==> config.mk <==
export PLATFORM = sky130hd
export DESIGN_NAME = hmb_top
export DESIGN_NICKNAME = d
export VERILOG_FILES = /design/src/hw/hmb_top.v
export VERILOG_INCLUDE_DIRS = /design/src /design/src/pkg
export SDC_FILE = /design/constraint.sdc
export NUM_CORES = 1
export LEC_CHECK = 0
export ABC_AREA = 1
export BUFFER_PORTS_ARGS = -buffer_cell sky130_fd_sc_hd__buf_2
export CAP_MARGIN = 0
export CORE_UTILIZATION = 35
export CTS_CLUSTER_DIAMETER = 80
export CTS_CLUSTER_SIZE = 25
export DETAILED_ROUTE_END_ITERATION = 10
export PLACE_DENSITY = 0.57
export SLEW_MARGIN = 5
export SYNTH_ARGS = -nofsm -noshare
export SYNTH_HDL_FRONTEND = slang
export SYNTH_SLANG_ARGS = --single-unit
==> constraint.sdc <==
create_clock -name clock -period 5.7 [get_ports clock]
set_input_delay 0.855 -clock clock [delete_from_list [all_inputs] [get_ports clock]]
set_output_delay 0.855 -clock clock [all_outputs]
set_load 0.05 [all_outputs]
==> src/pkg/hmb_regs.vh <==
// Purpose: constants for the harvest tracking and buck control block
// Assumes: 40 MHz clock; register offsets are word addresses on a 32-bit Avalon-MM bus
// Notes: sampling and thermal times are defaults, shortened by module parameters
// How it works
// - tracking mode when mode pin high or mode bit set
// - tracking runs only in start, overdischarge and supply states
// - ratio from low three strap bits or ratio field, eight values
// - sampling period and duration from strap bits four, three or timing register
// - each period stop drawing, wait duration, then measure open-circuit voltage
// - resistance tracking on input 1 when ratio code is seven
// - resistance mode: disconnect input 1, ground reference pin, adopt loaded voltage
// - resistance tracking exists only on input 1
// - constant voltage mode regulates to configured level in active states
// - constant voltage draws nothing if open-circuit below level
// - level below low-source threshold requests sleep
// - automatic high power enabled after reset, off while enable bit zero
// - load voltage or buck off from strap bits or buck config register
// - buck starts above charge-ready, runs until below overdischarge
// - buck timing from buck config bits five to three
// - load strap code zero disables the buck
// - headroom under 0.25V uses direct connect hysteretic control
// - thermal evaluated once per period, divider biased during evaluation and one tick before it
`ifndef HMB_REGS_VH
`define HMB_REGS_VH
`define HMB_OFF_CTRL      4'h0
`define HMB_OFF_SRC1_REG0 4'h1
`define HMB_OFF_SRC2_REG0 4'h2
`define HMB_OFF_SRC1_REG1 4'h3
`define HMB_OFF_SRC2_REG1 4'h4
`define HMB_OFF_BUCK_CFG  4'h5
`define HMB_OFF_STATUS    4'h6
`define HMB_OFF_TARGET1   4'h7
`define HMB_OFF_TARGET2   4'h8
`define HMB_CTRL_USE_REGS 0
`define HMB_CTRL_HP1      1
`define HMB_CTRL_HP2      2
`define HMB_CTRL_RESET    8'h06
`define HMB_REG0_MODE     7
`define HMB_REG0_LVL_LSB  3
`define HMB_RESISTANCE_TRACKING_MODE_CODE     3'h7
`define HMB_BUCK_OFF      3'h0
`define HMB_HEADROOM_MV   250
`define HMB_ST_RESET      3'h0
`define HMB_ST_SENSE      3'h1
`define HMB_ST_START      3'h2
`define HMB_ST_OVDIS      3'h3
`define HMB_ST_SUPPLY     3'h4
`define HMB_ST_SLEEP      3'h5
`define HMB_TICK_US       1
`define HMB_CLK_MHZ       40
`define HMB_TICK_CYC      (`HMB_TICK_US * `HMB_CLK_MHZ)
`endif

==> src/hw/hmb_top.v <==
// Purpose: source tracking, buck enable and thermal scheduling control
// Assumes: voltages arrive as 12-bit millivolt codes synchronous to clock
// Notes: device state is an input; analog stages live outside
//
// Our own choices: register access over Avalon-MM and the register addresses.
`timescale 1ns/1ps
`include "hmb_regs.vh"
module hmb_top #(
  parameter PERIOD_BASE_US = 32'd1000000,
  parameter SAMPLE_BASE_US = 32'd1000,
  parameter THERM_US       = 32'd1000000,
  parameter THERM_EVAL_US  = 32'd100
) (
  input  wire        clock,
  input  wire        rst_b,
  input  wire [3:0]  avs_address,
  input  wire        avs_read,
  input  wire        avs_write,
  input  wire [31:0] avs_writedata,
  input  wire [3:0]  avs_byteenable,
  output reg  [31:0] avs_readdata,
  output reg         avs_waitrequest,
  output reg  [1:0]  avs_response,
  input  wire [2:0]  device_state,
  input  wire [1:0]  source_regulation_select_pin,
  input  wire [4:0]  src1_cfg_pins,
  input  wire [4:0]  src2_cfg_pins,
  input  wire [2:0]  load_cfg_pins,
  input  wire [11:0] src1_mv,
  input  wire [11:0] src2_mv,
  input  wire [11:0] sto_mv,
  input  wire [11:0] load_mv,
  input  wire [11:0] load_target_mv,
  input  wire [11:0] charge_ready_threshold,
  input  wire [11:0] overdischarge_threshold,
  input  wire [11:0] low_source_threshold,
  input  wire [1:0]  source_energy_high,
  output reg  [1:0]  source_connect,
  output reg  [1:0]  tracking_active,
  output reg         resistance_ref_ground,
  output reg  [11:0] target1_mv,
  output reg  [11:0] target2_mv,
  output reg  [1:0]  high_power_mode,
  output reg         sleep_request,
  output reg         buck_enable,
  output reg  [2:0]  buck_voltage_code,
  output reg  [2:0]  buck_timing_code,
  output reg         direct_connect,
  output reg         thermal_divider_bias_pin,
  output reg         thermal_sample_strobe
);
  reg [7:0] ctrl;
  reg [7:0] reg0 [0:1];
  reg [7:0] reg1 [0:1];
  reg [7:0] buck_config_register;
  reg [31:0] tick_cnt;
  wire tick = (tick_cnt == `HMB_TICK_CYC - 1);
  wire use_regs = ctrl[`HMB_CTRL_USE_REGS];
  // tracking and constant voltage only regulate in these three states
  wire st_start     = (device_state == `HMB_ST_START);
  wire st_ovdis     = (device_state == `HMB_ST_OVDIS);
  wire st_supply    = (device_state == `HMB_ST_SUPPLY);
  wire active_state = st_start || st_ovdis || st_supply;
  wire [4:0] cfg_pins [0:1];
  assign cfg_pins[0] = src1_cfg_pins;
  assign cfg_pins[1] = src2_cfg_pins;
  wire [11:0] src_mv [0:1];
  assign src_mv[0] = src1_mv;
  assign src_mv[1] = src2_mv;
  wire [1:0] lvl_low;
  wire [2:0] load_code = use_regs ? buck_config_register[2:0] : load_cfg_pins;

  // one microsecond enable; every slower time base counts these pulses
  always @(posedge clock or negedge rst_b) begin
    if (!rst_b) begin
      tick_cnt <= 32'h0;
    end else if (tick) begin
      tick_cnt <= 32'h0;
    end else begin
      tick_cnt <= tick_cnt + 32'h1;
    end
  end

  // per-input tracking sequencer
  genvar gi;
  generate
    for (gi = 0; gi < 2; gi = gi + 1) begin : g_src
      wire        track_mode = use_regs ? reg0[gi][`HMB_REG0_MODE] : source_regulation_select_pin[gi];
      wire [2:0]  ratio = use_regs ? reg0[gi][2:0] : cfg_pins[gi][2:0];
      wire [1:0]  timing = use_regs ? reg1[gi][1:0] : cfg_pins[gi][4:3];
      wire        resistance_tracking_mode = (gi == 0) && (ratio == `HMB_RESISTANCE_TRACKING_MODE_CODE);
      wire [11:0] cv_level = {reg0[gi][6:3], 8'h00};
      // period scales by 4 per step, sampling duration by 2
      wire [31:0] period_us = PERIOD_BASE_US << {timing[1], 1'b0};
      wire [31:0] sample_us = SAMPLE_BASE_US << timing[0];
      reg  [31:0] us_cnt;
      reg         sampling;
      reg  [11:0] tgt;
      reg  [31:0] next_us_cnt;
      reg         next_sampling;
      reg  [11:0] next_tgt;
      wire [15:0] scaled = src_mv[gi] * ({1'b0, ratio} + 4'h9); // ratio (9+code)/16
      wire        run = active_state && track_mode;
      wire        period_done = (us_cnt >= period_us - 32'h1);
      wire        sample_done = (us_cnt >= sample_us - 32'h1);
      // constant voltage needs source above level before drawing
      wire        cv_draw = (src_mv[gi] > cv_level);
      wire        next_connect = active_state && (track_mode ? !sampling : cv_draw);
      assign lvl_low[gi] = use_regs && !track_mode && (cv_level < low_source_threshold);
      always @* begin
        next_us_cnt = us_cnt;
        next_sampling = sampling;
        next_tgt = tgt;
        // outside tracking the target follows the constant-voltage level
        if (!run) begin
          next_us_cnt = 32'h0;
          next_sampling = 1'b0;
          next_tgt = cv_level;
        end else if (tick) begin
          if (!sampling && period_done) begin
            next_us_cnt = 32'h0;
            next_sampling = 1'b1;
          end else if (sampling && sample_done) begin
            next_us_cnt = 32'h0;
            next_sampling = 1'b0;
            // hold target between samples
            if (resistance_tracking_mode) begin
              next_tgt = src_mv[gi];
            end else begin
              next_tgt = scaled[15:4];
            end
          end else begin
            next_us_cnt = us_cnt + 32'h1;
          end
        end
      end
      always @(posedge clock or negedge rst_b) begin
        if (!rst_b) begin
          us_cnt <= 32'h0;
          sampling <= 1'b0;
          tgt <= 12'h000;
        end else begin
          us_cnt <= next_us_cnt;
          sampling <= next_sampling;
          tgt <= next_tgt;
        end
      end
      always @(posedge clock or negedge rst_b) begin
        if (!rst_b) begin
          source_connect[gi] <= 1'b0;
          tracking_active[gi] <= 1'b0;
          high_power_mode[gi] <= 1'b0;
        end else begin
          tracking_active[gi] <= run;
          source_connect[gi] <= next_connect;
          high_power_mode[gi] <= source_energy_high[gi] && ctrl[`HMB_CTRL_HP1 + gi];
        end
      end
      if (gi == 0) begin : g_t1
        always @(posedge clock or negedge rst_b) begin
          if (!rst_b) begin
            target1_mv <= 12'h000;
            resistance_ref_ground <= 1'b0;
          end else begin
            target1_mv <= tgt;
            resistance_ref_ground <= resistance_tracking_mode && sampling && track_mode && active_state;
          end
        end
      end else begin : g_t2
        always @(posedge clock or negedge rst_b) begin
          if (!rst_b) begin
            target2_mv <= 12'h000;
          end else begin
            target2_mv <= tgt;
          end
        end
      end
    end
  endgenerate

  // buck and hysteretic bypass
  reg         buck_run;
  reg         next_buck_run;
  reg         next_direct;
  wire [12:0] headroom = {1'b0, sto_mv} - {1'b0, load_mv};
  // a negative difference wraps, so the order is tested first
  wire        small_room = (sto_mv < load_mv) || (headroom[11:0] < `HMB_HEADROOM_MV);
  wire        buck_off = (load_code == `HMB_BUCK_OFF);

  // run flag ignores device state; the state machine outside gates the converter
  always @* begin
    next_buck_run = buck_run;
    if (buck_off) begin
      next_buck_run = 1'b0;
    end else if (sto_mv > charge_ready_threshold) begin
      next_buck_run = 1'b1;
    end else if (sto_mv < overdischarge_threshold) begin
      next_buck_run = 1'b0;
    end
  end

  // no dead band around the target: the load capacitor sets the ripple
  always @* begin
    next_direct = direct_connect;
    if (!buck_run || !small_room) begin
      next_direct = 1'b0;
    end else if (load_mv < load_target_mv) begin
      next_direct = 1'b1;
    end else if (load_mv > load_target_mv) begin
      next_direct = 1'b0;
    end
  end

  always @(posedge clock or negedge rst_b) begin
    if (!rst_b) begin
      buck_run <= 1'b0;
      buck_enable <= 1'b0;
      direct_connect <= 1'b0;
      buck_voltage_code <= 3'h0;
      buck_timing_code <= 3'h0;
      sleep_request <= 1'b0;
    end else begin
      buck_run <= next_buck_run;
      buck_enable <= buck_run;
      buck_voltage_code <= load_code;
      buck_timing_code <= buck_config_register[5:3];
      direct_connect <= next_direct;
      sleep_request <= |lvl_low;
    end
  end

  // thermal scheduler
  reg  [31:0] th_cnt;
  wire        th_wrap = (th_cnt >= THERM_US - 32'h1);
  wire        th_in_eval = (th_cnt < THERM_EVAL_US - 32'h1);
  wire        th_eval_end = (th_cnt == THERM_EVAL_US - 32'h2);

  always @(posedge clock or negedge rst_b) begin
    if (!rst_b) begin
      th_cnt <= 32'h0;
    end else if (tick) begin
      if (th_wrap) begin
        th_cnt <= 32'h0;
      end else begin
        th_cnt <= th_cnt + 32'h1;
      end
    end
  end

  // bias rises one tick before the window so the divider has settled at the strobe
  always @(posedge clock or negedge rst_b) begin
    if (!rst_b) begin
      thermal_divider_bias_pin <= 1'b0;
      thermal_sample_strobe <= 1'b0;
    end else begin
      thermal_sample_strobe <= 1'b0;
      if (tick) begin
        thermal_divider_bias_pin <= th_in_eval || th_wrap;
        thermal_sample_strobe <= th_eval_end;
      end
    end
  end

  // avalon slave: request seen, then waitrequest low for exactly one cycle
  localparam BUS_IDLE   = 1'b0;
  localparam BUS_ANSWER = 1'b1;
  reg         bus_state;
  reg         next_bus_state;
  reg  [31:0] next_readdata;
  wire        req = avs_read || avs_write;
  wire        pend = (bus_state == BUS_ANSWER);
  wire        take = req && !pend;
  // writes land at the edge where the master samples waitrequest low
  wire        land = pend && avs_write && avs_byteenable[0];
  wire [7:0]  status_word = {sleep_request, direct_connect, buck_enable, high_power_mode,
                             tracking_active, resistance_ref_ground};

  always @* begin
    next_bus_state = BUS_IDLE;
    case (bus_state)
      BUS_IDLE: begin
        if (req) begin
          next_bus_state = BUS_ANSWER;
        end
      end
      BUS_ANSWER: begin
        next_bus_state = BUS_IDLE;
      end
      default: begin
        next_bus_state = BUS_IDLE;
      end
    endcase
  end

  always @* begin
    next_readdata = 32'h0;
    case (avs_address)
      `HMB_OFF_CTRL:      next_readdata = {24'h0, ctrl};
      `HMB_OFF_SRC1_REG0: next_readdata = {24'h0, reg0[0]};
      `HMB_OFF_SRC2_REG0: next_readdata = {24'h0, reg0[1]};
      `HMB_OFF_SRC1_REG1: next_readdata = {24'h0, reg1[0]};
      `HMB_OFF_SRC2_REG1: next_readdata = {24'h0, reg1[1]};
      `HMB_OFF_BUCK_CFG:  next_readdata = {24'h0, buck_config_register};
      `HMB_OFF_STATUS:    next_readdata = {24'h0, status_word};
      `HMB_OFF_TARGET1:   next_readdata = {20'h0, target1_mv};
      `HMB_OFF_TARGET2:   next_readdata = {20'h0, target2_mv};
      default:            next_readdata = 32'h0;
    endcase
  end

  always @(posedge clock or negedge rst_b) begin
    if (!rst_b) begin
      bus_state <= BUS_IDLE;
      avs_waitrequest <= 1'b1;
      avs_readdata <= 32'h0;
      avs_response <= 2'h0;
    end else begin
      bus_state <= next_bus_state;
      avs_waitrequest <= 1'b1;
      if (take) begin
        avs_waitrequest <= 1'b0;
        avs_readdata <= next_readdata;
        if (avs_address > `HMB_OFF_TARGET2) begin
          avs_response <= 2'h2;
        end else begin
          avs_response <= 2'h0;
        end
      end
    end
  end

  // register file; unmapped or byte-disabled writes are dropped
  wire wr_ctrl = land && (avs_address == `HMB_OFF_CTRL);
  wire wr_s1r0 = land && (avs_address == `HMB_OFF_SRC1_REG0);
  wire wr_s2r0 = land && (avs_address == `HMB_OFF_SRC2_REG0);
  wire wr_s1r1 = land && (avs_address == `HMB_OFF_SRC1_REG1);
  wire wr_s2r1 = land && (avs_address == `HMB_OFF_SRC2_REG1);
  wire wr_buck = land && (avs_address == `HMB_OFF_BUCK_CFG);
  always @(posedge clock or negedge rst_b) begin
    if (!rst_b) begin
      ctrl <= `HMB_CTRL_RESET;
      reg0[0] <= 8'h00;
      reg0[1] <= 8'h00;
      reg1[0] <= 8'h00;
      reg1[1] <= 8'h00;
      buck_config_register <= 8'h00;
    end else begin
      if (wr_ctrl) begin
        ctrl <= avs_writedata[7:0];
      end
      if (wr_s1r0) begin
        reg0[0] <= avs_writedata[7:0];
      end
      if (wr_s2r0) begin
        reg0[1] <= avs_writedata[7:0];
      end
      if (wr_s1r1) begin
        reg1[0] <= avs_writedata[7:0];
      end
      if (wr_s2r1) begin
        reg1[1] <= avs_writedata[7:0];
      end
      if (wr_buck) begin
        buck_config_register <= avs_writedata[7:0];
      end
    end
  end
endmodule

# Yosys cells after proc, flatten, opt, wreduce, memory -nomap -nowiden
# Index checks and enable logic that the tools add are counted.
# classes
add_sub_neg	11
multipliers	2
div	0
n_lt_le_gt_ge	17
eq_ne	22
shifts	4
mux	48
n_bitwise	1
n_reduce_logical	48
# op_table
cell	n
32-bit two-way mux	10
32-bit by 1-bit adder with 32-bit output, second input constant	4
32-bit greater-or-equal comparator	4
32-bit by 1-bit subtractor with 32-bit output, second input constant	4
12-bit two-way mux	9
12-bit case mux with 9 select lines	1
10-bit by 1-bit left shift with 32-bit output, first input constant	2
20-bit by 2-bit left shift with 32-bit output, first input constant	2
12-bit less-than comparator	5
12-bit > comparator	4
32-bit by 6-bit equality test with 1-bit output, second input constant	1
32-bit by 7-bit equality test with 1-bit output, second input constant	1
32-bit by 20-bit greater-or-equal comparator with 1-bit output, second input constant	1
32-bit by 7-bit less-than comparator with 1-bit output, second input constant	1
12-bit by 5-bit multiplier with 16-bit output	2
1-bit logical AND	26
1-bit two-way mux	21
4-bit by 3-bit equality test with 1-bit output, second input constant	4
12-bit by 8-bit less-than comparator with 1-bit output, second input constant	1
12-bit subtractor	1
3-bit by 4-bit adder with 5-bit output, second input constant	2
3-bit two-way mux	3
4-bit by 2-bit equality test with 1-bit output, second input constant	2
2-bit inequality test, second input constant	4
18 further kinds	38
# word_totals
reg_bits	281
latch_bits	0
mem_bits_rw	0
romBits	0
in_bits	160
output_inout_bits	77
wordCells	188
n_memories	0

# Longest topological paths before layout
# Gate-level depths: netlist (run 1).
# depth
word_depth	9
mapped_depth	32

# Worst setup path after synthesis (run 1)
# OpenSTA, ideal clock, no wires.
# synth_path
kind	input port to flip-flop
startpoint	input src1_cfg_pins[0]
endpoint	register g_src[0].tgt[9]
setup_ns	0.116
arrival_time_ns	4.994
required_ns	5.584
slack_ns	0.590
stages	29
path_cell_list	o21ai_1 -> clkbuf_1 -> inv_1 -> ha_1 -> inv_1 -> nor2_2 -> inv_2 -> buf_2 -> nand2_2 -> inv_1 -> nand2_1 -> fa_1 -> inv_1 -> fa_1 -> inv_1 -> fa_1 -> inv_1 -> ha_1 -> nand2_1 -> nor2_1 -> inv_1 -> nor3_1 -> nand2_1 -> nand2_1 -> nand2_1 -> nand3_1 -> nand2_1 -> nand2_1 -> nand2_1
# synth_via
elab_chain_len	8
elab_cells_between_ends	9
classes_between	add/sub: 1; mul: 1; eq/ne: 1; mux: 6
# synth_rtl
element	line	text
start, declared	hmb_top.v:26	input wire [4:0] src1_cfg_pins,
3-bit two-way mux *	hmb_top.v:89	wire [2:0] ratio = use_regs ? reg0[gi][2:0] : cfg_pins[gi][2:0];
3-bit by 4-bit adder with 5-bit output	hmb_top.v:102	wire [15:0] scaled = src_mv[gi] * ({1'b0, ratio} + 4'h9);
12-bit by 5-bit multiplier with 16-bit output	hmb_top.v:102	
12-bit two-way mux *	hmb_top.v:127	if (resistance_tracking_mode) begin
12-bit two-way mux *	hmb_top.v:123	end else if (sampling && sample_done) begin
12-bit two-way mux *	hmb_top.v:120	if (!sampling && period_done) begin
12-bit two-way mux *	hmb_top.v:119	end else if (tick) begin
12-bit two-way mux *	hmb_top.v:115	if (!run) begin
end signal, assigned	hmb_top.v:145	tgt <= next_tgt;
end, declared	hmb_top.v:98	reg [11:0] tgt;
# Every way passes the cells marked *; elsewhere a longest branch is shown, timed or not. The select of a mux whose other input is x is not followed.
# A chain may end at the register's enable or synchronous reset.

# Worst setup path in the final report (run 1)
# layout_path
startpoint	register ctrl[0]
endpoint	register g_src[0].tgt[7]
# layout_via
elab_chain_len	8
elab_cells_between_ends	24
classes_between	add/sub: 3; mul: 1; order compare: 2; eq/ne: 4; shift: 2; mux: 8; reduce/logical: 4
# layout_rtl
element	line	text
start, declared	hmb_top.v:52	reg [7:0] ctrl;
start signal, assigned	hmb_top.v:341	ctrl <= `HMB_CTRL_RESET;
start signal, assigned	hmb_top.v:349	ctrl <= avs_writedata[7:0];
3-bit two-way mux	hmb_top.v:89	
3-bit by 4-bit adder with 5-bit output	hmb_top.v:102	
12-bit by 5-bit multiplier with 16-bit output	hmb_top.v:102	
12-bit two-way mux	hmb_top.v:127	
12-bit two-way mux	hmb_top.v:123	
12-bit two-way mux	hmb_top.v:120	
12-bit two-way mux	hmb_top.v:119	
12-bit two-way mux	hmb_top.v:115	
# Several ways; a longest one is shown, not always the timed one. The select of a mux whose other input is x is not followed.

==> run summary, run 1 <==
outcome -> finished clean
Reg2Reg Depth -> 26
row count -> 86
Routed Wire Length -> 58600 µm
area grow syn2layout -> 11.3%
remaining global-route overflow -> 0
switching portion of total power -> 0.415
Critical Path Start Type -> flop
post-synthesis adder-cell area fraction -> 0.144
most common library cells after synthesis -> 744 x nand2_1, 458 x inv_1, 264 x nor2_1
most common cell in the netlist -> nand2_1
CTS Buf Count -> 18
worst hold path type -> reg2reg
hpwl dp -> 47300 µm
arrival time at the worst endpoint -> 5.50 ns
routing usage on met1 -> 0.297
CTS tree -> yes
internal power -> 0.00338 W
max cap viols -> 0
count of cell types in the netlist -> 64
clk sinks -> 260
PortBufs -> 188
CP Max Fanout -> 9
first-pass GRT wire length -> 93000 µm
H-tree Lvls -> 1
Tmin final -> 5.07 ns
via count -> 17706
hold path startpoint -> g_src[0].tgt[6]
footprint of the multi-input gates -> 0.0111 mm²
post-layout util -> 0.397
Post CTS Setup Buffer Count -> 0
TNS Setup -> 0 ns
Flop pwr share -> 0.359
routed vias/inst -> 4.88
Worst Path Class, Setup -> reg2reg
core area -> 0.0554 mm²
Vert. Die Dim -> 240 µm
unrepaired setup endpoints after global routing -> false
Crit. End Element -> flop
Seq cells post-synth -> 260
WP data required -> 6.13 ns
Async SR Flop Fraction -> 1.00
Initial Utilization -> 0.357
Final Max Slew Viols -> 0
GRT met3 Usage -> 0.0144
flop-to-flop setup slack -> 0.63 ns
Synth Area per Inst -> 7.32 µm²
Post-synth EDFFs -> 0
Most used DFF post-synth -> dfrtp_1
Peak Freq -> 0.197 GHz
GRT Total Usage -> 0.205
Switching Power -> 0.00240 W
Cell Pwr Density -> 263 mW/mm²
final hold violation count -> 0
routability cong. -> 0.933
post-synthesis compound-gate area fraction -> 0.0805
Leakage -> 12.0 nW
Post-Synth Simple-Gate Area -> 0.300
largest area contributor in the netlist -> dfrtp_1
Mapped Area -> 0.0198 mm²
Synth Area in XOR/XNOR -> 0.0315
Filler Cells Inserted -> 5824
relative slew slack -> 0.321
Worst-Skew Late Latency -> 0.53 ns
share of layout cells above drive strength 1 -> 0.108
Seq/Total Area, Yosys -> 0.329
Worst Skew -> 0.0352 ns
Hold Crit Depth -> 0
Die W -> 240 µm
Final ANT Viol Nets -> 0
clk root buf -> clkbuf_16
Max clock buf depth -> 3
largest net degree at the start of global routing -> 125
Resize count post-CTS -> 0
FF-to-FF End -> g_src[0].tgt[7]
met2 Track Usage GR -> 0.330
Tcrit/Tclk final -> 0.890
synthesized instance count -> 2700
hold-fix buffers at CTS -> 0
Die Area -> 0.0574 mm²
initial antenna violation count -> 4
Hold EP -> target1_mv[6]
combinational share of power -> 0.396
largest family of logic cells by synthesized area -> simple AND/OR/NAND/NOR gates
Yosys top cell area share -> 0.325
total of warnings raised by yosys -> 0
vias in the first global route -> 16967
final setup violating endpoints -> 0
Post-layout nets -> 3222
busiest layer in global routing -> met2
FF-to-FF Start -> ctrl[0]
Peak VDD IR -> 0.145 mV
mux cell area share after synthesis -> 0
DRT Pass-1 Iters -> 6
Sequential Area -> 0.00651 mm²
DRC -> 0
Synth area leaders -> dfrtp_1 33%, nand2_1 14%, inv_1 8.7%
wire per inst -> 16.1 µm
Worst Tran Pin Value -> 1.02 ns
IO Count -> 237
Clk pwr share -> 0.246
initial drt markers -> 1136
clk slew on worst S/H paths -> 0.09 ns
==> power by group through the flow <==
| stage | Combinational (W) | Sequential [W] | Clock, W |
|---|---|---|---|
| after floorplan | 0.00154 | 0.00221 | 0 |
| after global placement | 0.00226 | 0.00211 | 0 |
| after detailed placement | 0.00229 | 0.00211 | 0 |
| after CTS | 0.00230 | 0.00207 | 0.00147 |
| after global routing | 0.00261 | 0.00209 | 0.00152 |
| final | 0.00229 | 0.00207 | 0.00142 |
==> cell families after synthesis <==
logic type,Yosys count
compound gates,274
xor+xnor,71
other cells,1
simple gates,1355
fa+ha+maj,193
flops,260
buf+inv,546
==> cell usage in the layout, fill, tap and decap left out, types with 4 or more instances in the layout <==
cell type	count
xnor2_1	11
conb_1	21
fa_1	57
inv_1	458
o21bai_1	4
buf_2	187
o21ai_0	112
xor2_1	60
a221oi_1	9
a21oi_1	87
clkbuf_16	19
o21a_1	4
or2_2	4
nor3_1	61
buf_4	10
o31ai_1	10
o21ai_1	13
inv_2	12
o211ai_1	5
nor2_1	264
nor2_2	23
nand4_1	85
a32o_1	4
dfrtp_1	257
ha_1	136
nand2_1	744
nor4_1	14
nand2_2	9
a22o_1	8
nand2_4	5
clkinv_1	4
nand3_1	114
nor2_4	4
==> state kept, by name, indices dropped and copies added (netlist names), 12 cells and up <==
name	count
target1_mv	12
th_cnt	32
reg1	16
tick_cnt	32
g_src.us_cnt	64
g_src.tgt	24
target2_mv	12
avs_readdata	12
==> worst max-delay path, stage by stage (launching register included) <==
cell and delay, ns:
dfrtp_1 0.56, nand2_1 0.16, o21ai_1 0.19, inv_1 0.10
ha_1 0.18, inv_1 0.08, nor2_2 0.05, inv_2 0.17
nand2_2 0.17, inv_1 0.21, nand2_1 0.09, fa_1 0.47
fa_1 0.52, fa_1 0.54, inv_1 0.04, ha_1 0.35
nand2_1 0.13, a21oi_1 0.17, nor2_1 0.06, nand2_1 0.15
inv_1 0.09, nor2_1 0.14, o21ai_0 0.10, nand2_1 0.09
nand2_1 0.05, nand3_1 0.07, nand2_1 0.05
==> routing by layer <==
layer  up-vias  share of wire
li1       8840              -
met1      8387           0.48
met2       425           0.45
met3        52          0.047
met4         2          0.019
met5         -        0.00029
==> worst max-delay path by stage <==
stage	slack, ns	depth (start not counted)	from	to
floorplan	0.59	29	src1_cfg_pins[0]	g_src[0].tgt[9]
global placement	0.36	26	src1_cfg_pins[0]	g_src[0].tgt[7]
detailed placement	0.32	26	src1_cfg_pins[0]	g_src[0].tgt[7]
CTS	0.66	26	ctrl[0]	g_src[0].tgt[7]
global route	0.30	26	ctrl[0]	g_src[0].tgt[7]
finish	0.63	26	ctrl[0]	g_src[0].tgt[7]
==> per-stage QoR <==
step,hold slack [ns],total power [W],worst slack (ns),cell area (µm²),instances
after CTS,0.383,0.00584,0.659,22000,3628
after global routing,0.389,0.00622,0.299,22000,3628
after detailed placement,0.361,0.00439,0.316,21400,3597
final,0.380,0.00578,0.627,22000,3630
after global placement,0.360,0.00436,0.365,21400,3597
after floorplan,0.354,0.00375,0.590,19800,2720
==> final cells by class <==
class | count | share of cell area
multi-input cells | 1914 | 0.504
flip-flops and latches | 260 | 0.296
inverters | 476 | 0.0815
repair buffers | 199 | 0.0476
well taps | 748 | 0.0426
clock buffers | 21 | 0.0229
clock inverters | 10 | 0.00552
diodes | 2 | 0.000228
Note: power is estimated with default switching activity, not from simulation.
==> run 2: changes to the inputs <==
==> constraint.sdc (replaced) <==
create_clock -name clock -period 5.7 [get_ports clock]
set_input_delay 1.14 -clock clock [delete_from_list [all_inputs] [get_ports clock]]
set_output_delay 1.14 -clock clock [all_outputs]
set_load 0.05 [all_outputs]
==> run 2 against run 1 <==
Design area down 0.38%. Sequential share of layout area up 0.11 points. Power down 2.2%.
==> run summary, run 2 (synthesized netlist as in run 1, its figures left out) <==
outcome -> finished clean
Reg2Reg Depth -> 25 (-3.8%)
Tcrit/Tclk final -> 0.923 (+0.0332)
wire per inst -> 16.1 µm (-0.19%)
CTS tree -> yes
vias in the first global route -> 17411 (+2.6%)
top flop regs -> g_src.us_cnt x64, th_cnt x32, tick_cnt x32
Tmin final -> 5.26 ns (+0.189 ns)
max cap viols -> 0 (unchanged)
clk root buf -> clkbuf_16
FF-to-FF Start -> ctrl[0]
FF-to-FF End -> g_src[0].tgt[7]
Worst Skew -> 0.0211 ns (-0.0141 ns)
DRC -> 0 (unchanged)
relative slew slack -> 0.330 (+0.00875)
Inst Count DP -> 3600 (+0.083%)
Die Area -> 0.0574 mm² (unchanged)
Vert. Die Dim -> 240 µm (unchanged)
TNS Setup -> 0 ns (unchanged)
DP Area -> 0.0214 mm² (+0.11%)
remaining global-route overflow -> 0 (unchanged)
flop-to-flop setup slack -> 0.44 ns (-0.19 ns)
number of flip-flops in the largest register -> 64 (unchanged)
CP Max Fanout -> 13 (+4)
switching portion of total power -> 0.418 (+0.00333)
internal power -> 0.00329 W (-2.8%)
initial drt markers -> 1045 (-8.0%)
unrepaired setup endpoints after global routing -> false
Die W -> 240 µm (unchanged)
Non-Filler Instances -> 3628 (-0.055%)
Final Max Slew Viols -> 0 (unchanged)
CP most frequent cell -> nand2_1
Leakage -> 11.9 nW (-0.31%)
most common cell after layout, fill and taps aside -> nand2_1
clk sinks -> 260 (unchanged)
core area -> 0.0554 mm² (unchanged)
commonest cells after routing, fill and taps aside -> 744 x nand2_1, 458 x inv_1, 264 x nor2_1, 257 x dfrtp_1, 187 x buf_2
Peak VDD IR -> 0.153 mV (+5.2%)
hpwl dp -> 47100 µm (-0.44%)
Clk pwr share -> 0.228 (-0.018)
arrival time at the worst endpoint -> 5.68 ns (+0.18 ns)
Post-layout nets -> 3224 (+0.062%)
Routed Wire Length -> 58400 µm (-0.24%)
GRT Total Usage -> 0.206 (+0.00144)
CTS Buf Count -> 17 (-1)
Biggest register -> g_src.us_cnt
area grow syn2layout -> 10.8%
IO Count -> 237 (unchanged)
Peak Freq -> 0.190 GHz (-3.6%)
routed vias/inst -> 4.89 (+0.22%)
Fin Hold WS -> 0.376 ns (-0.00453 ns)
Post CTS Setup Buffer Count -> 0 (unchanged)
Max clock buf depth -> 3 (unchanged)
Final ANT Viol Nets -> 0 (unchanged)
routability cong. -> 0.953 (+2.1%)
Largest stage delay, worst path -> 0.79 ns (+0.23 ns)
Worst Tran Pin Value -> 1.01 ns (-0.0131 ns)
Initial Utilization -> 0.357 (unchanged)
Switching Power -> 0.00236 W (-1.4%)
clk slew on worst S/H paths -> 0.10 ns (about the same)
hold path startpoint -> g_src[0].tgt[6]
Hold EP -> target1_mv[6]
Critical Path Start Type -> flop
WP data required -> 6.12 ns (about the same)
Hold Crit Depth -> 0 (unchanged)
hold-fix buffers at CTS -> 0 (unchanged)
Worst path slowest cell -> dfrtp_1
Worst Path Class, Setup -> reg2reg
PortBufs -> 188 (unchanged)
share of layout cells above drive strength 1 -> 0.107 (-0.000967)
worst hold path type -> reg2reg
Cell Pwr Density -> 258 mW/mm² (-1.8%)
post-layout util -> 0.395 (-0.00149)
final setup violating endpoints -> 0 (unchanged)
final hold violation count -> 0 (unchanged)
combinational share of power -> 0.405 (+0.009)
Resize count post-CTS -> 0 (unchanged)
first-pass GRT wire length -> 93600 µm (+0.59%)
largest net degree at the start of global routing -> 123 (-1.6%)
Flop pwr share -> 0.367 (+0.008)
row count -> 86 (unchanged)
Crit. End Element -> flop
H-tree Lvls -> 1 (unchanged)
DRT Pass-1 Iters -> 7 (+1)
Worst-Skew Late Latency -> 0.53 ns (about the same)
initial antenna violation count -> 3 (-1)
Post-Layout Inst Area -> 0.0219 mm² (-0.38%)
via count -> 17735 (+0.16%)
## run 2: cell count changes in the layout (fill, tap and decap cells not counted), moves of 2 or more
cell and delta:
inv_12 -2, buf_4 +3, clkbuf_16 -2, clkbuf_8 -2, inv_8 +2
## run 2: worst max-delay path: cells and delay by family, from the launching register on
kind	cells	cell delay [ns]
flip-flops	1	0.79
AO/OA/AOI/OAI	1	0.09
AND/OR/NAND/NOR	13	1.72
buffers and inverters	6	0.46
adder cells (fa/ha/maj)	5	2.08
## run 2: power by group through the flow
stage | combinational (W) | sequential, W | clock [W]
after floorplan | 0.00154 | 0.00221 | 0
after global placement | 0.00226 | 0.00211 | 0
after detailed placement | 0.00229 | 0.00211 | 0
after CTS | 0.00230 | 0.00207 | 0.00133
after global routing | 0.00261 | 0.00209 | 0.00140
final | 0.00229 | 0.00207 | 0.00129
## run 2: final cells by class
class / count / area (µm²)
fill: 5783 / 33500
multi-input combinational: 1914 / 11100
sequential: 260 / 6510
inverter: 476 / 1790
timing repair buffer: 202 / 1070
tap: 748 / 936
clock buffer: 18 / 429
clock inverter: 8 / 90.1
antenna: 2 / 5.00
## run 2: metal layers
metal / vias up / wire, µm / share of wire / global-route usage
li1: 8846 / - / - / -
met1: 8421 / 27500 / 0.47 / 0.289
met2: 403 / 26400 / 0.45 / 0.335
met3: 63 / 3170 / 0.054 / 0.0241
met4: 2 / 1300 / 0.022 / 0.0526
met5: - / 8 / 0.00014 / 0
## run 2: metrics by stage
| stage | power, W | setup WS, ns |
|---|---|---|
| global placement | 0.00437 | 0.185 |
| CTS | 0.00570 | 0.469 |
| finish | 0.00565 | 0.438 |
| detailed placement | 0.00440 | 0.150 |
| floorplan | 0.00375 | 0.305 |
| global route | 0.00610 | 0.0294 |
## run 2: how the worst max path moves through the flow
stage / slack, ns / startpoint / cells past startpoint / end
2_1_floorplan: 0.30 / src1_cfg_pins[0] / 29 / g_src[0].tgt[9]
3_3_place_gp: 0.18 / src1_cfg_pins[0] / 24 / g_src[0].tgt[11]
3_5_place_dp: 0.15 / src1_cfg_pins[0] / 26 / g_src[0].tgt[7]
4_1_cts: 0.47 / ctrl[0] / 26 / g_src[0].tgt[7]
5_1_grt: 0.03 / ctrl[0] / 23 / g_src[0].tgt[11]
6_report: 0.44 / ctrl[0] / 25 / g_src[0].tgt[7]
